===== src/pkg/wws_cfg.svh =====
// timing constants and defaults for the wake/watchdog supervisor
`ifndef WWS_CFG_SVH
`define WWS_CFG_SVH
// clock rate in MHz
`define WWS_CLK_MHZ 100
// base tick divider: clock cycles per base tick (stands in for the resistor)
`define WWS_BASE_DIV 1000
// reset delay in base ticks; period is eight of these, start delay four
`define WWS_RST_TICKS 3125
`define WWS_PERIOD_MULT 8
`define WWS_START_MULT 4
// least time from wake rise to watchdog fall the partner keeps, in ns
`define WWS_WAKE_TO_WD_NS 5000
`define WWS_WAKE_TO_WD_CYC ((`WWS_WAKE_TO_WD_NS * `WWS_CLK_MHZ + 999) / 1000)
// width of the tick counters
`define WWS_CNT_W 20
`endif


===== src/pkg/wws_pkg.sv =====
// types for the wake/watchdog supervisor
package wws_pkg;
   // supervisor states
   typedef enum logic [2:0]
   {
      WWS_OFF,
      WWS_HOLD,
      WWS_DELAY,
      WWS_START,
      WWS_WAKE_HI,
      WWS_WAKE_LO,
      WWS_WD_PULSE
   } wws_state_type;
endpackage

===== src/design/wws_supervisor.sv =====
// wake pulse generator, watchdog monitor and reset supervisor
`timescale 1ns/1ps
`include "wws_cfg.svh"
module wws_supervisor
   import wws_pkg::*;
#(
   parameter int BASE_DIV = `WWS_BASE_DIV,
   parameter int RST_TICKS = `WWS_RST_TICKS,
   parameter int CNT_W = `WWS_CNT_W
)
(
   input wire logic clk_sys,
   input wire logic reset,
   input wire logic enable,
   input wire logic out_in_regulation,
   input wire logic supply_input_ok,
   input wire logic watchdog_in,
   output logic wake_out,
   output logic reset_out_n,
   output logic regulator_on
);
   // derived tick counts
   localparam logic [CNT_W-1:0] RST_CNT = CNT_W'(RST_TICKS);
   // half period is half of eight reset delays; start delay is half a period
   localparam logic [CNT_W-1:0] HALF_CNT = CNT_W'(RST_TICKS * `WWS_PERIOD_MULT / 2);
   localparam logic [CNT_W-1:0] START_CNT = CNT_W'(RST_TICKS * `WWS_START_MULT);
   // one tick: the step of every phase counter and its final count
   localparam logic [CNT_W-1:0] ONE_CNT = CNT_W'(1);

   wws_state_type state_r;
   wws_state_type state_nxt;
   logic [CNT_W-1:0] cnt_r;        // base ticks left in current phase
   logic [CNT_W-1:0] cnt_nxt;
   logic seen_r;                   // edge accepted in this cycle
   logic seen_nxt;
   logic wake_r;
   logic wake_nxt;
   logic rstn_r;
   logic rstn_nxt;
   logic sync1_r;                  // first synchroniser stage
   logic sync2_r;                  // second synchroniser stage
   logic prev_r;                   // previous synchronised level
   logic wd_fall;                  // falling edge seen
   logic tick;                     // base tick enable
   logic run;                      // base running
   logic supply_bad;               // forced-reset cause: supply too low or output out of regulation

   // base counter held while shut down or in a forced reset; restarting it on
   // recovery means the reset delay is never cut short by a part-spent tick
   assign run = enable & (state_r != WWS_OFF) & (state_r != WWS_HOLD);
   wws_tick_div #(.DIV(BASE_DIV)) u_div
   (
      .clk_sys(clk_sys),
      .reset(reset),
      .run(run),
      .tick(tick)
   );

   // synchroniser; only prev_r and sync2_r feed the edge detector
   always_ff @(posedge clk_sys or posedge reset)
   begin
      if (reset)
      begin
         sync1_r <= 1'b1;
         sync2_r <= 1'b1;
         prev_r <= 1'b1;
      end
      else
      begin
         sync1_r <= watchdog_in;
         sync2_r <= sync1_r;
         prev_r <= sync2_r;
      end
   end

   assign wd_fall = prev_r & ~sync2_r;

   // supply too low or output out of regulation forces reset at once
   assign supply_bad = ~supply_input_ok | ~out_in_regulation;

   // next state
   always_comb
   begin
      state_nxt = state_r;
      cnt_nxt = cnt_r;
      seen_nxt = seen_r;
      wake_nxt = 1'b0;
      rstn_nxt = 1'b0;
      if (!enable)
      begin
         // shutdown: everything low and idle
         state_nxt = WWS_OFF;
      end
      else if (supply_bad)
      begin
         // hold reset while output or supply is bad
         state_nxt = WWS_HOLD;
      end
      else
      begin
         unique case (state_r)
            WWS_OFF, WWS_HOLD:
            begin
               // recovered: run the full reset delay from now
               state_nxt = WWS_DELAY;
               cnt_nxt = RST_CNT;
            end
            WWS_DELAY:
            begin
               if (tick)
               begin
                  if (cnt_r <= ONE_CNT)
                  begin
                     state_nxt = WWS_START;
                     cnt_nxt = START_CNT;
                     rstn_nxt = 1'b1;
                  end
                  else
                  begin
                     cnt_nxt = cnt_r - ONE_CNT;
                  end
               end
            end
            WWS_START:
            begin
               rstn_nxt = 1'b1;
               if (tick)
               begin
                  if (cnt_r <= ONE_CNT)
                  begin
                     state_nxt = WWS_WAKE_HI;
                     cnt_nxt = HALF_CNT;
                     seen_nxt = 1'b0;
                     wake_nxt = 1'b1;
                  end
                  else
                  begin
                     cnt_nxt = cnt_r - ONE_CNT;
                  end
               end
            end
            WWS_WAKE_HI, WWS_WAKE_LO:
            begin
               rstn_nxt = 1'b1;
               // first edge accepted, later ones ignored
               if (wd_fall && !seen_r)
               begin
                  seen_nxt = 1'b1;
               end
               // high half unless an edge was accepted
               wake_nxt = (state_r == WWS_WAKE_HI) && !seen_nxt;
               if (tick && cnt_r <= ONE_CNT)
               begin
                  if (state_r == WWS_WAKE_HI)
                  begin
                     state_nxt = WWS_WAKE_LO;
                     cnt_nxt = HALF_CNT;
                     wake_nxt = 1'b0;
                  end
                  else if (seen_nxt)
                  begin
                     state_nxt = WWS_WAKE_HI;
                     cnt_nxt = HALF_CNT;
                     seen_nxt = 1'b0;
                     wake_nxt = 1'b1;
                  end
                  else
                  begin
                     // missed watchdog: reset pulse one reset delay long
                     state_nxt = WWS_WD_PULSE;
                     cnt_nxt = RST_CNT;
                     rstn_nxt = 1'b0;
                  end
               end
               else if (tick)
               begin
                  cnt_nxt = cnt_r - ONE_CNT;
               end
            end
            WWS_WD_PULSE:
            begin
               // reset low, wake low, then restart via start delay
               if (tick)
               begin
                  if (cnt_r <= ONE_CNT)
                  begin
                     state_nxt = WWS_START;
                     cnt_nxt = START_CNT;
                     rstn_nxt = 1'b1;
                  end
                  else
                  begin
                     cnt_nxt = cnt_r - ONE_CNT;
                  end
               end
            end
         endcase
      end
   end

   // registers; reset low, wake low whenever reset low
   always_ff @(posedge clk_sys or posedge reset)
   begin
      if (reset)
      begin
         state_r <= WWS_OFF;
         cnt_r <= '0;
         seen_r <= 1'b0;
         wake_r <= 1'b0;
         rstn_r <= 1'b0;
      end
      else
      begin
         state_r <= state_nxt;
         cnt_r <= cnt_nxt;
         seen_r <= seen_nxt;
         wake_r <= wake_nxt & rstn_nxt;
         rstn_r <= rstn_nxt;
      end
   end

   assign wake_out = wake_r;
   assign reset_out_n = rstn_r;
   assign regulator_on = enable;
endmodule


===== src/design/wws_tick_div.sv =====
// clock divider producing a one-cycle base tick enable
`timescale 1ns/1ps
`include "wws_cfg.svh"
module wws_tick_div
   import wws_pkg::*;
#(
   parameter int DIV = `WWS_BASE_DIV
)
(
   input wire logic clk_sys,
   input wire logic reset,
   input wire logic run,
   output logic tick
);
   // divider count and its next value
   logic [31:0] cnt_r;
   logic [31:0] cnt_nxt;
   logic tick_r;
   logic tick_nxt;

   // count down while running, reload on zero
   always_comb
   begin
      cnt_nxt = cnt_r;
      tick_nxt = 1'b0;
      if (!run)
      begin
         cnt_nxt = 32'(DIV - 1);
      end
      else if (cnt_r == 32'h0)
      begin
         cnt_nxt = 32'(DIV - 1);
         tick_nxt = 1'b1;
      end
      else
      begin
         cnt_nxt = cnt_r - 32'h1;
      end
   end

   // register only
   always_ff @(posedge clk_sys or posedge reset)
   begin
      if (reset)
      begin
         cnt_r <= 32'h0;
         tick_r <= 1'b0;
      end
      else
      begin
         cnt_r <= cnt_nxt;
         tick_r <= tick_nxt;
      end
   end

   assign tick = tick_r;
endmodule


===== config.mk =====
export PLATFORM = sky130hd
export DESIGN_NAME = wws_supervisor
export DESIGN_NICKNAME = d
export VERILOG_FILES = /design/src/pkg/wws_pkg.sv /design/src/design/wws_supervisor.sv /design/src/design/wws_tick_div.sv
export VERILOG_INCLUDE_DIRS = /design/src /design/src/pkg
export SDC_FILE = /design/constraint.sdc
export NUM_CORES = 1
export LEC_CHECK = 0
export BUFFER_PORTS_ARGS = -buffer_cell sky130_fd_sc_hd__buf_2
export CORE_MARGIN = 4
export CORE_UTILIZATION = 60
export DETAILED_ROUTE_END_ITERATION = 6
export PLACE_DENSITY_LB_ADDON = 0.05
export SLEW_MARGIN = 10
export SYNTH_ARGS = -nofsm -noshare
export SYNTH_HDL_FRONTEND = slang
export SYNTH_HIERARCHICAL = 1
export SYNTH_SLANG_ARGS = --single-unit

===== constraint.sdc =====
create_clock -name clk_sys -period 2.4 [get_ports clk_sys]
set_input_delay 0.24 -clock clk_sys [delete_from_list [all_inputs] [get_ports clk_sys]]
set_output_delay 0.24 -clock clk_sys [all_outputs]
set_load 0.05 [all_outputs]

After elaboration in Yosys (flattened, before gate mapping)

Cells that the tools add are included.
W data, S select, Z words.

Logic and storage cells: 98
Output and inout port bits: 3
Memories: 0
Bits in registers: 62
Bits in latches: 0
Memory bits (read-only): 0
Bits of input ports: 6
Memory bits (writable): 0

Equality and inequality tests: 16
Bitwise operators: 9
Shift-type cells: 0
Div/mod/pow operators: 0
Order comparisons: 1
Muxes and demuxes: 44
Add/subtract/negate cells: 2
Multipliers: 0
Reductions and logical operators: 16

Operators by type and width:

| operator                | count |
|---|---|
| $mux W20                | 4 |
| $mux W32                | 2 |
| $pmux W20 S3            | 1 |
| $logic_not A32 Y1       | 1 |
| $sub A32 B1 Y32 const B | 1 |
| $mux W14                | 2 |
| $mux W1                 | 22 |
| $mux W3                 | 7 |
| $le A20 B1 Y1 const B   | 1 |
| $sub A20 B1 Y20 const B | 1 |
| $pmux W3 S4             | 1 |
| $reduce_and A5 Y1       | 2 |
| $eq A3 B3 Y1 const B    | 3 |
| $ne A4 B2 Y1 const B    | 2 |
| $ne A4 B4 Y1 const B    | 2 |
| $eq A3 B2 Y1 const B    | 2 |
| $reduce_or A2 Y1        | 3 |
| $and A1 B1 Y1           | 4 |
| $mux W2                 | 2 |
| $ne A2 B1 Y1 const B    | 2 |
| $ne A4 B3 Y1 const B    | 1 |
| $not A1 Y1              | 4 |
| $pmux W1 S2             | 2 |
| $reduce_and A4 Y1       | 1 |
| other kinds (12)        | 15 |

Logic depth before layout (Yosys ltp)

Gate-level depths: netlist of the first run.

Word-level depth: 16
Mapped depth: 8
Gate-level depth less buffers: 7

Hierarchy

The synthesis of the first run kept the hierarchy.

Modules (own cells, without submodules):

| module         | area each (µm²) | sequential area each (µm²) | cells each | times used |
|---|---|---|---|---|
| wws_supervisor | 1801.7          | 729.4                      | 205        | 1 |
| wws_tick_div   | 1657.8          | 825.8                      | 167        | 1 |

Worst setup path before layout of the first run

No wires, ideal clock.

Kind: register to register
From: reg, netlist name cnt_r[14]
To: reg, netlist name cnt_r[14]
Path slack: 149 ps
Stages on the path, launching flop included: 7
Data required time: 2280 ps
Library setup time: 120 ps
Period minus slack after synthesis: 2251 ps
Data arrival time: 2131 ps
Path through: dfrtp_1 or4_4 or4_4 o21ai_2 buf_6 o31ai_1 a31o_1

==> run metrics, run 1 <==
outcome finished, final reports clean; Initial Utilization around 62%; Area contributors post-synth dfrtp_1 (43%), a21oi_1 (3.5%), nand2_1 (3.5%), nor2_1 (3.5%), o31ai_1 (3.5%); Post-Synth Adder-Cell Area under 10%; final WL around 8000 um; Post-DP Area 3760 sq um; worst clock skew 0.00810 ns; Post-Synth XOR/XNOR Area between 3 and 4%; crit path launch cnt_r[15]$_DFFE_PP0P_; Peak VDD IR ~0.43 mV; Synth Area in Simple Gates about 28%; Port Buffer Count 8; Hold Crit Start enable; Post-Layout Inst Area approximately 4000 sq um; vias after detailed routing around 3,000; measured slew at the worst slew-check pin approximately 0.85 ns; commonest non-fill, non-tap cell in the layout dfrtp_1; Hold WS roughly 0.16 ns; initial antenna violation count 0; r2r worst-path depth 6; syn nets between 300 and 400; Max Clk Rate about 420 MHz; max_cap viols 0; overall power roughly 2.1 mW; Final Non-Filler Cells just under 500; CP max FO 13; vias in the first global route about 3,000; Worst-Skew Late Latency 0.34 ns; Top Family by Delay on Critical Path simple AND/OR/NAND/NOR gates; TritonRoute pass-1 iters 5; Post-synth ARST share 100%; num ports 9; LEAKAGE about 1.6 nW; Total GRT Usage about a quarter; Worst slew margin between 40% and 50%; mux contribution to synthesized area less than 1%; required time worst endpoint approximately 2.6 ns; hpwl dp about 5400 um; layout cell share with drive strength beyond 1 about a fifth; class of the worst hold path input port to register; number of synthesized register bits between 60 and 70; unrepaired setup endpoints after global routing yes; DR vias/cell 6.25; die area ~7000 sq um; Layout area overhead 15.6%; antenna fix cells 0; CTS clk-pin slew, worst paths 0.07 ns; post-synthesis cell area between 3000 and 4000 sq um; YS warnings 6; sequential area share after synthesis between 40% and 50%; synthesized instance count around 370; Detailed Route Iter0 Violations approximately 210; Crit Reg-Reg Startpoint cnt_r[15]$_DFFE_PP0P_; Worst path max stage delay between 0.5 and 0.6 ns; Main synth FF type dfrtp_1; DR WL/cell between 15 and 20 um; Critical path buffers and inverters 1; row count 27; FF+latch area 1560 sq um; setup TNS 0 ns; Core ar. about 5500 sq um; global-route wire length before repair 14,000 um; Worst R2R Setup Slack 0.02 ns; hold-critical path depth 2; WP data arrival between 2 and 3 ns; Synth Area in Compound Gates 18.4%; Cell Count Post-Placement around 470; Crit Path Category register to register; multi-input logic area 1810 sq um; CP cell instances or4_4 -> or4_4 -> o21ai_2 -> buf_12 -> nor4_1 -> a221o_1; postcts setup bufs 0; TritonCTS buffer count 9; Tmin final between 2 and 2.5 ns; DRC 0; endpoints failing setup 0; Synth top area share 42.7%; PD cells between 500 and 600 nW/um^2; main combinational cell family by area after synthesis simple AND/OR/NAND/NOR gates; commonest cells after routing, fill and taps aside dfrtp_1 (59), nor2_1 (32), nand2_1 (32); CP max stage cell or4_4; grt ovf 0; fillers roughly 410; Max H-tree Level 3; CTS sink count 62; clk root buf clkbuf_8; largest net degree at the start of global routing 34; Period Utilization, post-route 99.0%; cell mode on critical path or4_4; startpoint types register; Unique masters post-synth 61; crit end category register; GPL Wtd Cong 0.894; Max Buffers Root-to-Sink 2; Die Ht ~84 um; Post-synth EDFFs 0; Final Hold Viols 0; Yosys top cell by area dfrtp_1; syn avg cell area approximately 9.3 sq um; Antenna Nets Post-Route 0; Die Wd roughly 84 um; CTS tree yes; Stages on worst setup path 6; nets@finish around 420; final number of max-transition violations 0
-- flip-flops by register name, summed over array words and instances (netlist names) --
register,flops
seen_r,1
wake_out,1
cnt_r,20
reset_out_n,1
u_div/tick,1
sync2_r,1
u_div/cnt_r,32
prev_r,1
sync1_r,1
state_r,3
-- path summary, 6_finish.rpt --
path                                     endpoint
min in group asynchronous    cnt_r[4]$_DFFE_PP0P_
min                        state_r[0]$_DFFE_PP0P_
min reg2reg                     sync2_r$_DFF_PP1_
max reg2reg                  cnt_r[9]$_DFFE_PP0P_
max in group asynchronous       sync2_r$_DFF_PP1_
max                          cnt_r[9]$_DFFE_PP0P_
-- cells by family after synthesis --
group | after synthesis
and+or+nand+nor | 171
xor gates and xnor gates | 12
buffers and inverters | 25
muxes | 3
adders and majority gates | 3
DFF | 62
AOI/OAI and AO/OA | 96
-- stage by stage --
step                      setup slack, ns  util (%)
after floorplan                     0.149         -
after global placement              0.112      67.8
after detailed placement           0.0787      67.8
after CTS                          0.0587      71.7
after global routing              -0.0471      72.2
final                              0.0245      72.2
-- where the power goes --
group          switching (mW)  internal [mW]
logic                  0.0831         0.0501
clock network           0.383          0.539
registers              0.0103           1.06
-- cells in the mapped netlist (3+ instances only) --
cell and instances:
dfrtp_1 59, nand2_1 32, nor2_1 32, a21oi_1 24
nor3_1 16, o31ai_1 16, o21ai_0 15, nor4_1 14
or4_1 13, inv_1 11, nand3_1 10, or3_1 9
xor2_1 9, nand4_1 8, a31o_1 5, a31oi_1 5
and3_1 5, buf_2 5, clkbuf_1 5, o21a_1 5
or4_4 5, a211oi_1 3, dfstp_2 3, ha_1 3
mux2i_1 3, nand3b_1 3, nor2b_1 3, nor4b_1 3
o22ai_1 3, xnor2_1 3
-- worst register-to-register path, delay by kind of cell (launching register included) --
kind / cells / cell delay [ns]
simple gates: 3 / 1.19
compound gates: 2 / 0.49
flops: 1 / 0.41
buf+inv: 1 / 0.16
-- layout make-up --
cell class | instances | share of cell area [%]
Clock inverter | 1 | 0.751
Inverter | 11 | 1.03
Tap cell | 72 | 2.25
Clock buffer | 15 | 4.16
Timing Repair Buffer | 41 | 7.63
Multi-Input combinational cell | 285 | 45.3
Sequential cell | 62 | 38.9
-- per-layer routing --
layer | up-vias | global-route usage (%) | share of wire [%] | wire [um]
met1 | 1478 | 31.1 | 44 | 3460
met2 | 73 | 40.6 | 51 | 3940
li1 | 1485 | - | - | -
met3 | 9 | 6.12 | 4.2 | 330
met4 | 0 | 7.60 | 0.71 | 55
met5 | - | 0 | 0 | 0
-- what timing repair did --
action                                  CTS  global route
endpoints found under the setup margin    0             7
hold endpoints to repair                 47             0
resized for setup                         0             6
hold buffers                              2             0
(Power assumes the default switching activity.)
==> inputs of run 2 (changes only) <==
- CORE_UTILIZATION: 60 -> 40
==> run 2 against run 1 <==
Clock power grew 12%. Cell count grew 7.4%. Critical path depth is the same. Worst setup slack gained 0.038 ns. Die area grew 45%. Clock skew is essentially flat. Sequential cell count is the same. Power grew 4.9%. Highest routed layer unchanged. Via count shrank 2.0%. Critical endpoint unchanged. Register-to-register slack gained 0.04 ns. Cell area grew 2.1%. Critical path type unchanged. Largest power group unchanged. Sequential share of layout area shrank 0.81 points.
==> run metrics, run 2 (synthesized netlist as in run 1, its figures left out) <==
layout cell share with drive strength beyond 1 approximately 20%; Worst slew margin 62.2%; nets@finish about 420; Die Ht 101 um; TritonCTS buffer count 9; vias after detailed routing around 3,000; Post-DP Area around 3800 sq um; Largest regs u_div/cnt_r (32), cnt_r (20), state_r (3); commonest cells after routing, fill and taps aside dfrtp_1 (59), buf_4 (33), nor2_1 (32), nand2_1 (32), a21oi_1 (24); Top Family by Delay on Critical Path simple AND/OR/NAND/NOR gates; Worst path max stage delay around 0.61 ns; CP cell instances or4_1 -> or4_4 -> o21ai_4 -> buf_12 -> nor4_1 -> a221o_1; FF-to-FF End cnt_r[9]$_DFFE_PP0P_; Post-Layout Inst Area 4090 sq um; setup TNS 0 ns; CTS clk-pin slew, worst paths 0.07 ns; initial antenna violation count 0; vias in the first global route 2,773; TritonRoute pass-1 iters 4; Period Utilization, post-route 97.4%; Crit Reg-Reg Startpoint cnt_r[2]$_DFFE_PP0P_; largest net degree at the start of global routing 34; Peak VDD IR roughly 0.24 mV; required time worst endpoint around 2.6 ns; Layout area overhead 18.1%; Max Clk Rate approximately 430 MHz; outcome finished, final reports clean; DR vias/cell roughly 5.7; Tmin final 2.34 ns; LEAKAGE about 1.6 nW; postcts setup bufs 0; max reg flops 32; Initial Utilization about two fifths; Cell Count Post-Placement between 500 and 600; die area a little over 10,000 sq um; CTS tree yes; Final Non-Filler Cells between 500 and 600; Max Buffers Root-to-Sink 2; crit path launch cnt_r[2]$_DFFE_PP0P_; hold-critical path depth 2; num ports 9; CP max FO 13; Port Buffer Count 8; post-layout util 49.2%; GPL Wtd Cong around 0.82; r2r worst-path depth 6; global-route wire length before repair around 14,000 um; Die Wd between 100 and 150 um; endpoints failing setup 0; Critical path buffers and inverters 1; grt ovf 0; CP Capture Point cnt_r[9]$_DFFE_PP0P_; hpwl dp ~5500 um; Final Hold Viols 0; clk root buf clkbuf_8; row count 33; CP max stage cell or4_1; max_cap viols 0; Worst R2R Setup Slack approximately 0.062 ns; commonest non-fill, non-tap cell in the layout dfrtp_1; startpoint types register; CTS sink count 62; crit end category register; Detailed Route Iter0 Violations 130; Crit Path Category register to register; class of the worst hold path input port to register; Total GRT Usage roughly 17%; worst clock skew approximately 0.0078 ns; DRC 0; final WL roughly 8000 um; WP data arrival 2.56 ns; unrepaired setup endpoints after global routing yes; overall power roughly 2.2 mW; Core ar. 8300 sq um; DR WL/cell around 15 um; final worst slack approximately 0.062 ns; Antenna Nets Post-Route 0; measured slew at the worst slew-check pin between 0.5 and 0.6 ns; PD cells approximately 550 nW/um^2; Reg with most FFs u_div/cnt_r; antenna fix cells 0; Worst-Skew Late Latency approximately 0.34 ns; Stages on worst setup path 6; final number of max-transition violations 0; dpl ws 0.0730 ns; Hold WS 0.149 ns; Max H-tree Level 3
[run 2: worst reg2reg max path, cell delays in order, from the launching register on]
cell	delay, ns
dfrtp_1	0.39
or4_1	0.61
or4_4	0.57
o21ai_4	0.19
buf_12	0.16
nor4_1	0.05
a221o_1	0.27
[run 2: timing repair]
action	4_1_cts	5_1_grt
hold endpoints to repair	48	0
gates resized for setup	1	3
hold buffers	2	0
endpoints found under the setup margin	1	10
[run 2: area by class of cell]
type	instances	area, sq um
Clock buffer	10	138
Tap cell	105	131
Sequential cell	62	1560
Timing Repair Buffer	44	328
Inverter	11	41.3
Fill cell	775	4210
Clock inverter	6	85.1
Multi-Input combinational cell	285	1810
[run 2: where the power goes]
part	internal [mW]	leakage, nW	total (mW)	switching (mW)
Sequential	1.06	0.784	1.07	0.00982
Combinational	0.0517	0.721	0.134	0.0824
Clock	0.609	0.108	1.03	0.417
Total	1.72	1.61	2.23	0.509
[run 2: worst min-delay path by stage]
stage | from | endpoint | slack (ns)
global placement | reset | state_r[1]$_DFFE_PP0P_ | 0.34
floorplan | watchdog_in | sync1_r$_DFF_PP1_ | 0.24
global route | enable | state_r[0]$_DFFE_PP0P_ | 0.13
detailed placement | reset | state_r[1]$_DFFE_PP0P_ | 0.35
CTS | enable | state_r[0]$_DFFE_PP0P_ | 0.13
finish | enable | state_r[0]$_DFFE_PP0P_ | 0.15
[run 2: layer usage]
layer	routed length (um)	track usage (%)	vias up	share of wire (%)
met5	0	0	-	0
li1	-	-	1494	-
met3	239	3.60	11	3.0
met4	128	6.54	0	1.6
met1	3790	21.9	1448	47
met2	3860	27.4	30	48
